===== config.mk =====
export PLATFORM = sky130hd
export DESIGN_NAME = ldwp_write_port
export DESIGN_NICKNAME = d
export VERILOG_FILES = /design/src/hdl/unused_placeholder_none.sv /design/src/hdl/ldwp_pkg.sv /design/src/hdl/ldwp_write_port.sv /design/src/hdl/ldwp_ram.sv
export SDC_FILE = /design/constraint.sdc
export NUM_CORES = 1
export LEC_CHECK = 0
export BUFFER_PORTS_ARGS = -buffer_cell sky130_fd_sc_hd__buf_2
export CAP_MARGIN = 30
export CORE_ASPECT_RATIO = 1.5
export CORE_MARGIN = 8
export CORE_UTILIZATION = 45
export DETAILED_ROUTE_END_ITERATION = 6
export GPL_TIMING_DRIVEN = 0
export PLACE_DENSITY = 0.67
export RECOVER_POWER = 100
export SYNTH_ARGS = -nofsm -noshare
export SYNTH_HDL_FRONTEND = slang
export SYNTH_HIERARCHICAL = 1
export SYNTH_SLANG_ARGS = --single-unit

===== constraint.sdc =====
create_clock -name mclk -period 6.39 [get_ports mclk]
set_input_delay 0.639 -clock mclk [delete_from_list [all_inputs] [get_ports mclk]]
set_output_delay 0.639 -clock mclk [all_outputs]
set_load 0.01 [all_outputs]

===== src/hdl/unused_placeholder_none.sv =====
`timescale 1ns/1ps
`default_nettype none
`default_nettype wire


===== src/hdl/ldwp_pkg.sv =====
package ldwp_pkg;

	// ------------------------------------------------------------
	// Clock and scan timing
	// ------------------------------------------------------------
	localparam int unsigned MCLK_HZ = 40000000;
	localparam int unsigned CLK_PERIOD_PS = 25000;
	localparam int unsigned DIGITS = 8;
	localparam int unsigned SCAN_RATE_HZ = 390;
	localparam int unsigned DIGIT_CYCLES = MCLK_HZ / (SCAN_RATE_HZ * DIGITS);
	localparam int unsigned BLANK_NS = 2000;
	localparam int unsigned BLANK_CYCLES = (BLANK_NS * 1000 + CLK_PERIOD_PS - 1) / CLK_PERIOD_PS;

	// ------------------------------------------------------------
	// Input word and control word layout
	// ------------------------------------------------------------
	typedef struct packed {
		logic data_in_point_bit;
		logic data_in_scheme_bit;
		logic data_in_raw_bit;
		logic data_in_power_bit;
		logic data_in_bank_bit;
		logic data_in_bit2;
		logic data_in_bit1;
		logic data_in_bit0;
	} ldwp_data_t;

	localparam int unsigned POS_POINT = 7;
	localparam int unsigned POS_SCHEME = 6;
	localparam int unsigned POS_RAW = 5;
	localparam int unsigned POS_POWER = 4;
	localparam int unsigned POS_BANK = 3;
	localparam int unsigned POS_ADDR_LSB = 0;
	localparam int unsigned ADDR_W = 3;
	localparam logic [7:0] CTRL_RESET = 8'h00;
	localparam logic [2:0] LAST_DIGIT = 3'h7;

	// Segment lines, a in bit 0
	typedef struct packed {
		logic point_segment;
		logic seg_g;
		logic seg_f;
		logic seg_e;
		logic seg_d;
		logic seg_c;
		logic seg_b;
		logic seg_a;
	} ldwp_seg_t;

	typedef enum logic [1:0] {
		ENTRY_IDLE,
		ENTRY_SEQ,
		ENTRY_SINGLE
	} ldwp_entry_t;

	// ------------------------------------------------------------
	// Character decode, result is {g,f,e,d,c,b,a}
	// ------------------------------------------------------------
	function automatic logic [6:0] ldwp_decode(input logic [3:0] code, input logic hex);
		logic [6:0] seg;
		seg = 7'h00;
		case (code)
			4'h0: seg = 7'h3F;
			4'h1: seg = 7'h06;
			4'h2: seg = 7'h5B;
			4'h3: seg = 7'h4F;
			4'h4: seg = 7'h66;
			4'h5: seg = 7'h6D;
			4'h6: seg = 7'h7D;
			4'h7: seg = 7'h07;
			4'h8: seg = 7'h7F;
			4'h9: seg = 7'h6F;
			4'hA: seg = hex ? 7'h77 : 7'h40;
			4'hB: seg = hex ? 7'h7C : 7'h79;
			4'hC: seg = hex ? 7'h39 : 7'h76;
			4'hD: seg = hex ? 7'h5E : 7'h38;
			4'hE: seg = hex ? 7'h79 : 7'h73;
			default: seg = hex ? 7'h71 : 7'h00;
		endcase
		return seg;
	endfunction

endpackage


===== src/hdl/ldwp_write_port.sv =====
// Notes on behaviour
// [RULE_01] Select high loads the control word, select low loads display RAM.
// [RULE_02] A word is captured on the rising edge of the write strobe.
// [RULE_03] RAM writes take eight data bits; the eighth is the decimal point.
// [RULE_04] Power bit high runs normally; low stops scanning and blanks display.
// [RULE_05] Raw bit high drives segments from RAM bits; low decodes them.
// [RULE_06] Scheme bit high selects hexadecimal decode, low selects Code B.
// [RULE_07] Data-coming high announces a sequential eight-digit update; low announces a single-digit update.
// [RULE_08] With data-coming low, bits 0..2 form the single-digit address.
// [RULE_09] Bit 3 selects bank A high, bank B low, in decoded modes only.
// [RULE_10] Eight digit drive lines and eight segment lines including point.
// [RULE_11] Host writes a control word before any display RAM data.
// [RULE_12] Decimal points are stored apart from the banks and shown for both.
// [RULE_13] A control write with data-coming low leaves display RAM untouched.
// [RULE_14] After data-coming high, next eight RAM writes fill digits one to eight.
// [RULE_15] After data-coming low, the next RAM write lands in the addressed digit.
`timescale 1ns/1ps
`default_nettype none

module ldwp_write_port #(
	parameter int unsigned DIGIT_CYCLES = ldwp_pkg::DIGIT_CYCLES,
	parameter int unsigned BLANK_CYCLES = ldwp_pkg::BLANK_CYCLES
) (
	input wire logic mclk,
	input wire logic rst,
	input wire ldwp_pkg::ldwp_data_t data_in,
	input wire logic mode_sel,
	input wire logic write_strobe,
	output var logic [7:0] digit_drive,
	output var ldwp_pkg::ldwp_seg_t segment_drive
);

	// ------------------------------------------------------------
	// Write strobe edge and routing
	// ------------------------------------------------------------
	logic wr_prev_r;
	logic wr_rise;
	logic ctrl_write;
	logic ram_req;
	logic ram_we;
	ldwp_pkg::ldwp_data_t display_control_word_r;
	ldwp_pkg::ldwp_entry_t entry_r;
	ldwp_pkg::ldwp_entry_t entry_nxt;
	logic [2:0] seq_idx_r;
	logic [2:0] single_addr_r;
	logic [2:0] wr_digit;
	logic bank_idx;
	logic [7:0] dp_r;

	always_ff @(posedge mclk or posedge rst) begin
		if (rst) begin
			wr_prev_r <= 1'b0;
		end else begin
			wr_prev_r <= write_strobe;
		end
	end

	assign wr_rise = write_strobe & ~wr_prev_r; // see [RULE_02]
	assign ctrl_write = wr_rise & mode_sel; // see [RULE_01]
	assign ram_req = wr_rise & ~mode_sel; // see [RULE_01]

	// ------------------------------------------------------------
	// Control word
	// ------------------------------------------------------------
	always_ff @(posedge mclk or posedge rst) begin
		if (rst) begin
			display_control_word_r <= ldwp_pkg::CTRL_RESET;
		end else if (ctrl_write) begin
			display_control_word_r <= data_in; // see [RULE_01]
		end
	end

	// Bank A maps to RAM half 0; no-decode always uses half 0
	assign bank_idx = ~display_control_word_r.data_in_raw_bit
		& ~display_control_word_r.data_in_bank_bit; // see [RULE_09]

	// ------------------------------------------------------------
	// Data entry sequencing
	// ------------------------------------------------------------
	always_comb begin
		entry_nxt = entry_r;
		if (ctrl_write) begin
			if (data_in.data_in_point_bit) begin
				entry_nxt = ldwp_pkg::ENTRY_SEQ; // see [RULE_07]
			end else begin
				entry_nxt = ldwp_pkg::ENTRY_SINGLE; // see [RULE_07]
			end
		end else if (ram_req) begin
			case (entry_r)
				ldwp_pkg::ENTRY_SEQ: begin
					if (seq_idx_r == ldwp_pkg::LAST_DIGIT) begin
						entry_nxt = ldwp_pkg::ENTRY_IDLE; // see [RULE_14]
					end
				end
				ldwp_pkg::ENTRY_SINGLE: begin
					entry_nxt = ldwp_pkg::ENTRY_IDLE; // see [RULE_15]
				end
				default: begin
					entry_nxt = ldwp_pkg::ENTRY_IDLE;
				end
			endcase
		end
	end

	always_ff @(posedge mclk or posedge rst) begin
		if (rst) begin
			entry_r <= ldwp_pkg::ENTRY_IDLE;
		end else begin
			entry_r <= entry_nxt;
		end
	end

	always_ff @(posedge mclk or posedge rst) begin
		if (rst) begin
			seq_idx_r <= 3'h0;
		end else if (ctrl_write) begin
			seq_idx_r <= 3'h0; // see [RULE_14]
		end else if (ram_we && entry_r == ldwp_pkg::ENTRY_SEQ) begin
			seq_idx_r <= seq_idx_r + 3'h1; // see [RULE_14]
		end
	end

	always_ff @(posedge mclk or posedge rst) begin
		if (rst) begin
			single_addr_r <= 3'h0;
		end else if (ctrl_write && !data_in.data_in_point_bit) begin
			single_addr_r <= {data_in.data_in_bit2, data_in.data_in_bit1,
				data_in.data_in_bit0}; // see [RULE_08]
		end
	end

	// Control writes never reach the RAM; unsolicited data is dropped
	assign ram_we = ram_req & (entry_r != ldwp_pkg::ENTRY_IDLE); // see [RULE_13]
	assign wr_digit = (entry_r == ldwp_pkg::ENTRY_SEQ) ? seq_idx_r : single_addr_r; // see [RULE_15]

	// Decimal points live outside the banks
	always_ff @(posedge mclk or posedge rst) begin
		if (rst) begin
			dp_r <= 8'h00;
		end else if (ram_we) begin
			dp_r[wr_digit] <= data_in.data_in_point_bit; // see [RULE_12]
		end
	end

	// ------------------------------------------------------------
	// Scan counters, held while powered down
	// ------------------------------------------------------------
	logic [15:0] slot_cnt_r;
	logic [2:0] scan_digit_r;
	logic [2:0] digit_d1_r;
	logic lit_d1_r;
	logic dp_d1_r;
	logic [7:0] ram_rdata;

	always_ff @(posedge mclk or posedge rst) begin
		if (rst) begin
			slot_cnt_r <= 16'h0000;
			scan_digit_r <= 3'h0;
		end else if (display_control_word_r.data_in_power_bit) begin
			if (slot_cnt_r == 16'(DIGIT_CYCLES - 1)) begin
				slot_cnt_r <= 16'h0000;
				scan_digit_r <= scan_digit_r + 3'h1;
			end else begin
				slot_cnt_r <= slot_cnt_r + 16'h0001;
			end
		end
	end

	ldwp_ram #(
		.AW(4),
		.DW(8)
	) u_ram (
		.clk(mclk),
		.rst(rst),
		.we(ram_we),
		.waddr({bank_idx, wr_digit}),
		.wdata(data_in), // see [RULE_03]
		.raddr({bank_idx, scan_digit_r}),
		.rdata(ram_rdata)
	);

	// Align digit, blanking and point with the RAM read latency
	always_ff @(posedge mclk or posedge rst) begin
		if (rst) begin
			digit_d1_r <= 3'h0;
			lit_d1_r <= 1'b0;
			dp_d1_r <= 1'b0;
		end else begin
			digit_d1_r <= scan_digit_r;
			lit_d1_r <= slot_cnt_r >= 16'(BLANK_CYCLES);
			dp_d1_r <= dp_r[scan_digit_r]; // see [RULE_12]
		end
	end

	// ------------------------------------------------------------
	// Drive outputs
	// ------------------------------------------------------------
	logic [6:0] seg_body;
	logic show;

	always_comb begin
		if (display_control_word_r.data_in_raw_bit) begin
			seg_body = ram_rdata[6:0]; // see [RULE_05]
		end else begin
			seg_body = ldwp_pkg::ldwp_decode(ram_rdata[3:0],
				display_control_word_r.data_in_scheme_bit); // see [RULE_06]
		end
	end

	assign show = lit_d1_r & display_control_word_r.data_in_power_bit; // see [RULE_04]

	always_ff @(posedge mclk or posedge rst) begin
		if (rst) begin
			digit_drive <= 8'h00;
			segment_drive <= '0;
		end else if (show) begin
			digit_drive <= 8'h01 << digit_d1_r; // see [RULE_10]
			segment_drive <= {dp_d1_r, seg_body}; // see [RULE_10]
		end else begin
			digit_drive <= 8'h00;
			segment_drive <= '0;
		end
	end
endmodule

`default_nettype wire


===== src/hdl/ldwp_ram.sv =====
`timescale 1ns/1ps
`default_nettype none

module ldwp_ram #(
	parameter int unsigned AW = 4,
	parameter int unsigned DW = 8
) (
	input wire logic clk,
	input wire logic rst,
	input wire logic we,
	input wire logic [AW-1:0] waddr,
	input wire logic [DW-1:0] wdata,
	input wire logic [AW-1:0] raddr,
	output var logic [DW-1:0] rdata
);

	logic [DW-1:0] mem [0:(1<<AW)-1];

	always_ff @(posedge clk) begin
		if (we) begin
			mem[waddr] <= wdata;
		end
	end

	always_ff @(posedge clk or posedge rst) begin
		if (rst) begin
			rdata <= '0;
		end else begin
			rdata <= mem[raddr];
		end
	end

endmodule

`default_nettype wire


# After elaboration in Yosys (flattened, before gate mapping)
# Memories as Yosys holds them, arrays and structs flattened. A register that Yosys moved wholly into a read port is not among the register bits.
# Cells that the tools add are included.
[op_classes]
n_lt_le_gt_ge = 4
bitwise = 10
add_sub_neg = 3
n_eq_ne = 18
n_mux = 26
n_reduce_logical = 10
shifts = 1
[ops]
columns = ["op", "n"]
rows = [
  ["$pmux 7 s15", 1],
  ["$eq 4x4->1 const B", 7],
  ["$mux 7", 4],
  ["$add 16x1->16 const B", 1],
  ["$eq 16x14->1 const B", 1],
  ["$eq 4x3->1 const B", 4],
  ["$ge 16x7->1 const B", 1],
  ["$mux 16", 1],
  ["$mux 8", 2],
  ["$mux 3", 4],
  ["$mux 2", 5],
  ["$bwmux 8", 1],
  ["$eq 4x2->1 const B", 2],
  ["$lt 3x4->1 const B", 2],
  ["$shl 1x3->8 const A", 1],
  ["$add 3x1->3 const B", 2],
  ["$and 1x1->1", 6],
  ["$mux 6", 1],
  ["$reduce_bool 2->1", 3],
  ["$eq 4x1->1 const B", 1],
  ["$logic_not 4->1", 1],
  ["$mux 1", 4],
  ["$mux 4", 1],
  ["$not 1->1", 4],
  ["other kinds (9)", 12],
]
[word_totals]
out_inout_bits = 16
n_memories = 1
mem_bits_rw = 128
ff_bits = 61
[mem_list]
columns = ["name", "depth", "word_bits", "rd", "rd_ports_with_merged_regs", "wr", "line", "text"]
rows = [
  ["u_ram.mem", 16, 8, 1, 1, 1, "ldwp_ram.sv:17", "logic [DW-1:0] mem [0:(1<<AW)-1];"],
]

# Longest topological paths before layout
[depth]
ltp_word = 7
depth_mapped = 6
depth_no_buf = 5

# Hierarchy
# Netlist, hierarchy kept.
[modules_own_cells]
columns = ["mod", "cells_per_inst", "area_per_inst_um2", "n_inst"]
rows = [
  ["ldwp_ram", 230, 5191.2, 1],
  ["ldwp_write_port", 265, 2940.3, 1],
]

# Worst setup path after synthesis
# No wires, ideal clock.
[synth_timing]
path_type = "input to register"
start = "in write_strobe"
end = "mem u_ram.mem[0][0], enable pin"
setup_time_ps = 383
arrival_time_ps = 2367
path_stages = 5
setup_slack_ps = 3639
required_time_ps = 6007
cell_sequence = "nand2b_1 > or3_1 > inv_1 > or3b_2 > nor3_1"
[synth_between]
elab_chain_len = 5
[synth_lines]
columns = ["element", "line", "text"]
rows = [
  ["from (decl)", "ldwp_write_port.sv:28", "input wire logic write_strobe,"],
  ["$and 1x1->1", "ldwp_write_port.sv:58", "assign wr_rise = write_strobe & ~wr_prev_r;"],
  ["$and 1x1->1", "ldwp_write_port.sv:60", "assign ram_req = wr_rise & ~mode_sel;"],
  ["$and 1x1->1", "ldwp_write_port.sv:133", "assign ram_we = ram_req & (entry_r != ldwp_pkg::ENTRY_IDLE);"],
  ["named net ram_we", "ldwp_write_port.sv:40", "logic ram_we;"],
  ["$mux 1", "ldwp_ram.sv:20", "if (we) begin"],
  ["$mux 1 (not written as such)", "ldwp_ram.sv:21", "mem[waddr] <= wdata;"],
  ["to (decl)", "ldwp_ram.sv:17", ""],
]
# The timed path passes the listed nets, and every way through them passes these cells.

# Final worst setup path
[layout_timing]
start = "reg entry_r[1]"
end = "mem u_ram.mem[2][2], enable pin"
[layout_rtl]
columns = ["element", "line", "text"]
rows = [
  ["from (decl)", "ldwp_write_port.sv:42", "ldwp_pkg::ldwp_entry_t entry_r;"],
  ["from (signal assigned)", "ldwp_write_port.sv:107", "entry_r <= ldwp_pkg::ENTRY_IDLE;"],
  ["from (signal assigned)", "ldwp_write_port.sv:109", "entry_r <= entry_nxt;"],
  ["$eq 2x1->1", "ldwp_write_port.sv:134", "assign wr_digit = (entry_r == ldwp_pkg::ENTRY_SEQ) ? seq_idx_r : single_addr_r;"],
  ["$mux 3", "ldwp_write_port.sv:134", ""],
  ["named net wr_digit[2]", "ldwp_write_port.sv:46", "logic [2:0] wr_digit;"],
]
# The timed path passes the listed nets, and every way through them passes these cells.

==> impl.org <==
** Status
- Run status :: finished, violations left
- The final reports fail on capacitance limit, slew limit.

** Timing
- Setup violations remaining at the end of the flow were counted as 0.
- Between clock sinks in the finished design, the worst skew comes to 0.01561 ns.
- Pin slew with the least headroom to its limit :: 2.348 ns
- Across all setup checks in the final design, the least slack found is 3.298 ns.
- For the final routed database, the setup TNS stands at 0 ns.
- Derived from the worst setup path, the maximum achievable clock frequency is 0.3234 GHz.
- Post-layout min period :: 3.092 ns
- The final count of hold timing violations was 0.
- RSZ-0062 raised after global routing :: no
- Share of the clock period used by the worst path :: 48.39%
- Across all hold checks on the routed design, the worst slack comes to 0.1430 ns.
- The final-report max-slew violation count is 46.
- Worst-case headroom to the max-slew limit :: -56.55%

** Global route
- Global routing used 14.39% of the available tracks.
- Total gr overflow :: 0
- The via count of the first global-routing pass is 4465.
- The first global-routing pass estimated 23.54 mm of wire.
- The number of antenna violations at the first check in global routing was 0.
- Entering global routing, the biggest net connects 46 pins.

** Die
- Boundary Pins :: 28
- DIE HEIGHT :: 174.3 microns
- The region available for standard cell placement spans 16550 sq um.
- Number of rows in the core area :: 58
- Once the floorplan was initialized, standard cells occupied 45.43% of the core.
- The die covers 21180 sq um.
- Die width :: 121.5 microns

** Worst setup path
- Nature of the critical path endpoint :: flop
- Along the worst path, the maximum fanout reaches 8.
- Crit-path max cell delay :: 0.59 ns
- Critical path startpoint category :: flop
- Flop-to-flop setup slack :: 3.30 ns
- The critical path is of the flop to flop type.
- Critical Path Slowest Stage Cell :: sky130_fd_sc_hd__nor2_1
- At the worst endpoint, the arrival time is 3.14 ns.
- At the worst endpoint, the required time is 6.44 ns.
- The critical path goes through nor2b_1 > clkbuf_1 > mux2i_1 > inv_1 > or3b_2 > nor2_1.

** Final layout
- Number of fillers in the final layout :: 1371
- After routing the design area is 8427 sq um.
- Area occupied by multi-input gates :: 2221 sq um
- Relative to the synthesized area, the layout overhead comes to 12.10%.
- Layout cells sized above 1 :: 15.17%
- The repair_antennas step left the layout with diodes totalling 0.
- The net count of the finished layout is 538.
- Across the whole layout, storage elements account for 5065 sq um.

** Min path
- The min-delay analysis places its worst path in the category primary input to asynchronous set/reset pin.

** Placement
- During placement, the flow inserted port buffers numbering 26.
- Worst Setup Slack post-DPL :: 3.389 ns
- The wire-length estimate of the detail-placed layout is 10.21 mm.
- Summing all placed instances gives a cell area of 7953 sq um.
- The congestion estimate from routability-driven global placement came to 0.8660.

** Power and ir drop
- IR drop worst, VDD :: 182.9 uV
- For this design the static power due to leakage is 0.003108 uW.
- Cell Pwr Density :: 309.9 nW/um^2

** Route
- The routed layout has 4177 vias.
- Iteration count of the initial detailed-routing pass :: 5
- In this run, the number of DRC markers left after iteration 0 of detailed routing was 468.
- Total wirelength of the detailed-routed design :: 14.47 mm
- Final routed DRC violation total :: 0
- Via density per instance :: 5.614
- Count of antenna-violating nets left after detailed routing :: 0
- Per-cell routed wire length :: 19.44 microns

** Synth
- Number of cells produced by synthesis :: 471
- Yosys warning total :: 6
- Each instance of the synthesized netlist takes up on average 15.96 sq um.
- The number of nets handed over by synthesis was 488.
- Cell area after synthesis :: 7517 sq um

** Clock tree
- PostCTS Resize Cnt :: 0
- Clock Root Buffer :: sky130_fd_sc_hd__clkbuf_16
- TritonCTS built the clock tree.
- Hold repair after CTS inserted 0 buffers.
- Clock-pin slew on the worst setup and hold paths :: 0.07 ns
- The clock reaches the later pin of the worst-skew pair after 0.42 ns.
- Number of post-CTS setup repair buffers :: 0
- Deepest level of the CTS H-tree :: 4
- Clock buffer count from CTS :: 17
- The clock drives 180 sinks.
- Bufs on Longest Clock Path :: 2

** Job
- Max_cap viols :: 1
-- per-stage QoR --
stage	total power (uW)	std cells	util, %
floorplan	1557	471	-
finish	2611	744	50.93
global route	2721	744	50.93
detailed placement	1640	712	48.06
global placement	1626	707	47.81
CTS	2648	744	51.57
-- worst max-delay path, delay by kind of cell (launching register included) --
kind	cells	cell delay, ns
buffers and inverters	2	0.53
muxes	1	0.49
DFF	1	0.41
and+or+nand+nor	3	1.28
-- path summary, 6_finish.rpt --
| kind | depth (start not counted) | start | end |
|---|---|---|---|
| worst max-delay path | 6 | entry_r[1]$_DFFE_PP0P_ | u_ram/mem[2][2]$_DFFE_PP_ |
| worst min-delay path | 2 | rst | u_ram/rdata[0]$_DFF_PP0_ |
| worst max register to register | 6 | entry_r[1]$_DFFE_PP0P_ | u_ram/mem[2][2]$_DFFE_PP_ |
| worst min register to register | 1 | slot_cnt_r[15]$_DFFE_PP0P_ | slot_cnt_r[15]$_DFFE_PP0P_ |
| max in group asynchronous | 3 | rst | scan_digit_r[0]$_DFFE_PP0P_ |
| min in group mclk | 1 | write_strobe | wr_prev_r$_DFF_PP0_ |
-- layout by cell type, fill, tap and decap left out, types with 3 or more instances in the layout --
master	count
sky130_fd_sc_hd__edfxtp_1	112
sky130_fd_sc_hd__dfrtp_1	68
sky130_fd_sc_hd__clkbuf_1	41
sky130_fd_sc_hd__nor2_1	34
sky130_fd_sc_hd__nand2_1	23
sky130_fd_sc_hd__mux2_2	17
sky130_fd_sc_hd__clkbuf_16	17
sky130_fd_sc_hd__mux4_2	16
sky130_fd_sc_hd__inv_1	14
sky130_fd_sc_hd__a22oi_1	14
sky130_fd_sc_hd__mux4_1	14
sky130_fd_sc_hd__nor3_1	12
sky130_fd_sc_hd__xnor2_1	11
sky130_fd_sc_hd__a21oi_1	11
sky130_fd_sc_hd__nor2b_1	9
sky130_fd_sc_hd__nor4_1	9
sky130_fd_sc_hd__nand4_1	9
sky130_fd_sc_hd__o21ai_0	9
sky130_fd_sc_hd__nand3_1	8
sky130_fd_sc_hd__xor2_1	7
sky130_fd_sc_hd__inv_8	7
sky130_fd_sc_hd__nand2b_1	5
sky130_fd_sc_hd__mux2i_1	5
sky130_fd_sc_hd__ha_1	5
sky130_fd_sc_hd__inv_6	4
sky130_fd_sc_hd__buf_2	4
sky130_fd_sc_hd__and3_1	3
sky130_fd_sc_hd__o221ai_1	3
sky130_fd_sc_hd__and2_1	3
sky130_fd_sc_hd__buf_6	3
-- flip-flops by register name, summed over array words and instances (netlist names), 3 cells and up --
signal	flops
digit_drive	8
seq_idx_r	3
slot_cnt_r	16
u_ram/rdata	7
scan_digit_r	3
dp_r	8
segment_drive	8
u_ram/mem	112
single_addr_r	3
display_control_word_r	4
digit_d1_r	3
-- power breakdown --
group          switching, uW  internal, uW  leakage (uW)  total [uW]
logic                    161          99.2      0.000918         261
registers               47.2          1300       0.00190        1350
clock network            479           526      0.000285        1010
-- final cells by class --
cell class	count	area share, %
clock inverter	15	1.841
timing repair buffer	31	1.396
tap	210	3.118
inverter	14	0.6236
multi-input combinational	256	26.35
sequential	180	60.10
buffer	21	1.514
clock buffer	17	5.048
-- routing by layer --
layer	GRT usage, %	up-vias	share of wire (%)
met5	0	-	0
met4	5.679	0	2.0
met3	2.728	22	3.2
met2	26.13	103	56
met1	15.96	2136	39
li1	-	1916	-
No activity file was read; power rests on OpenSTA's default activity.
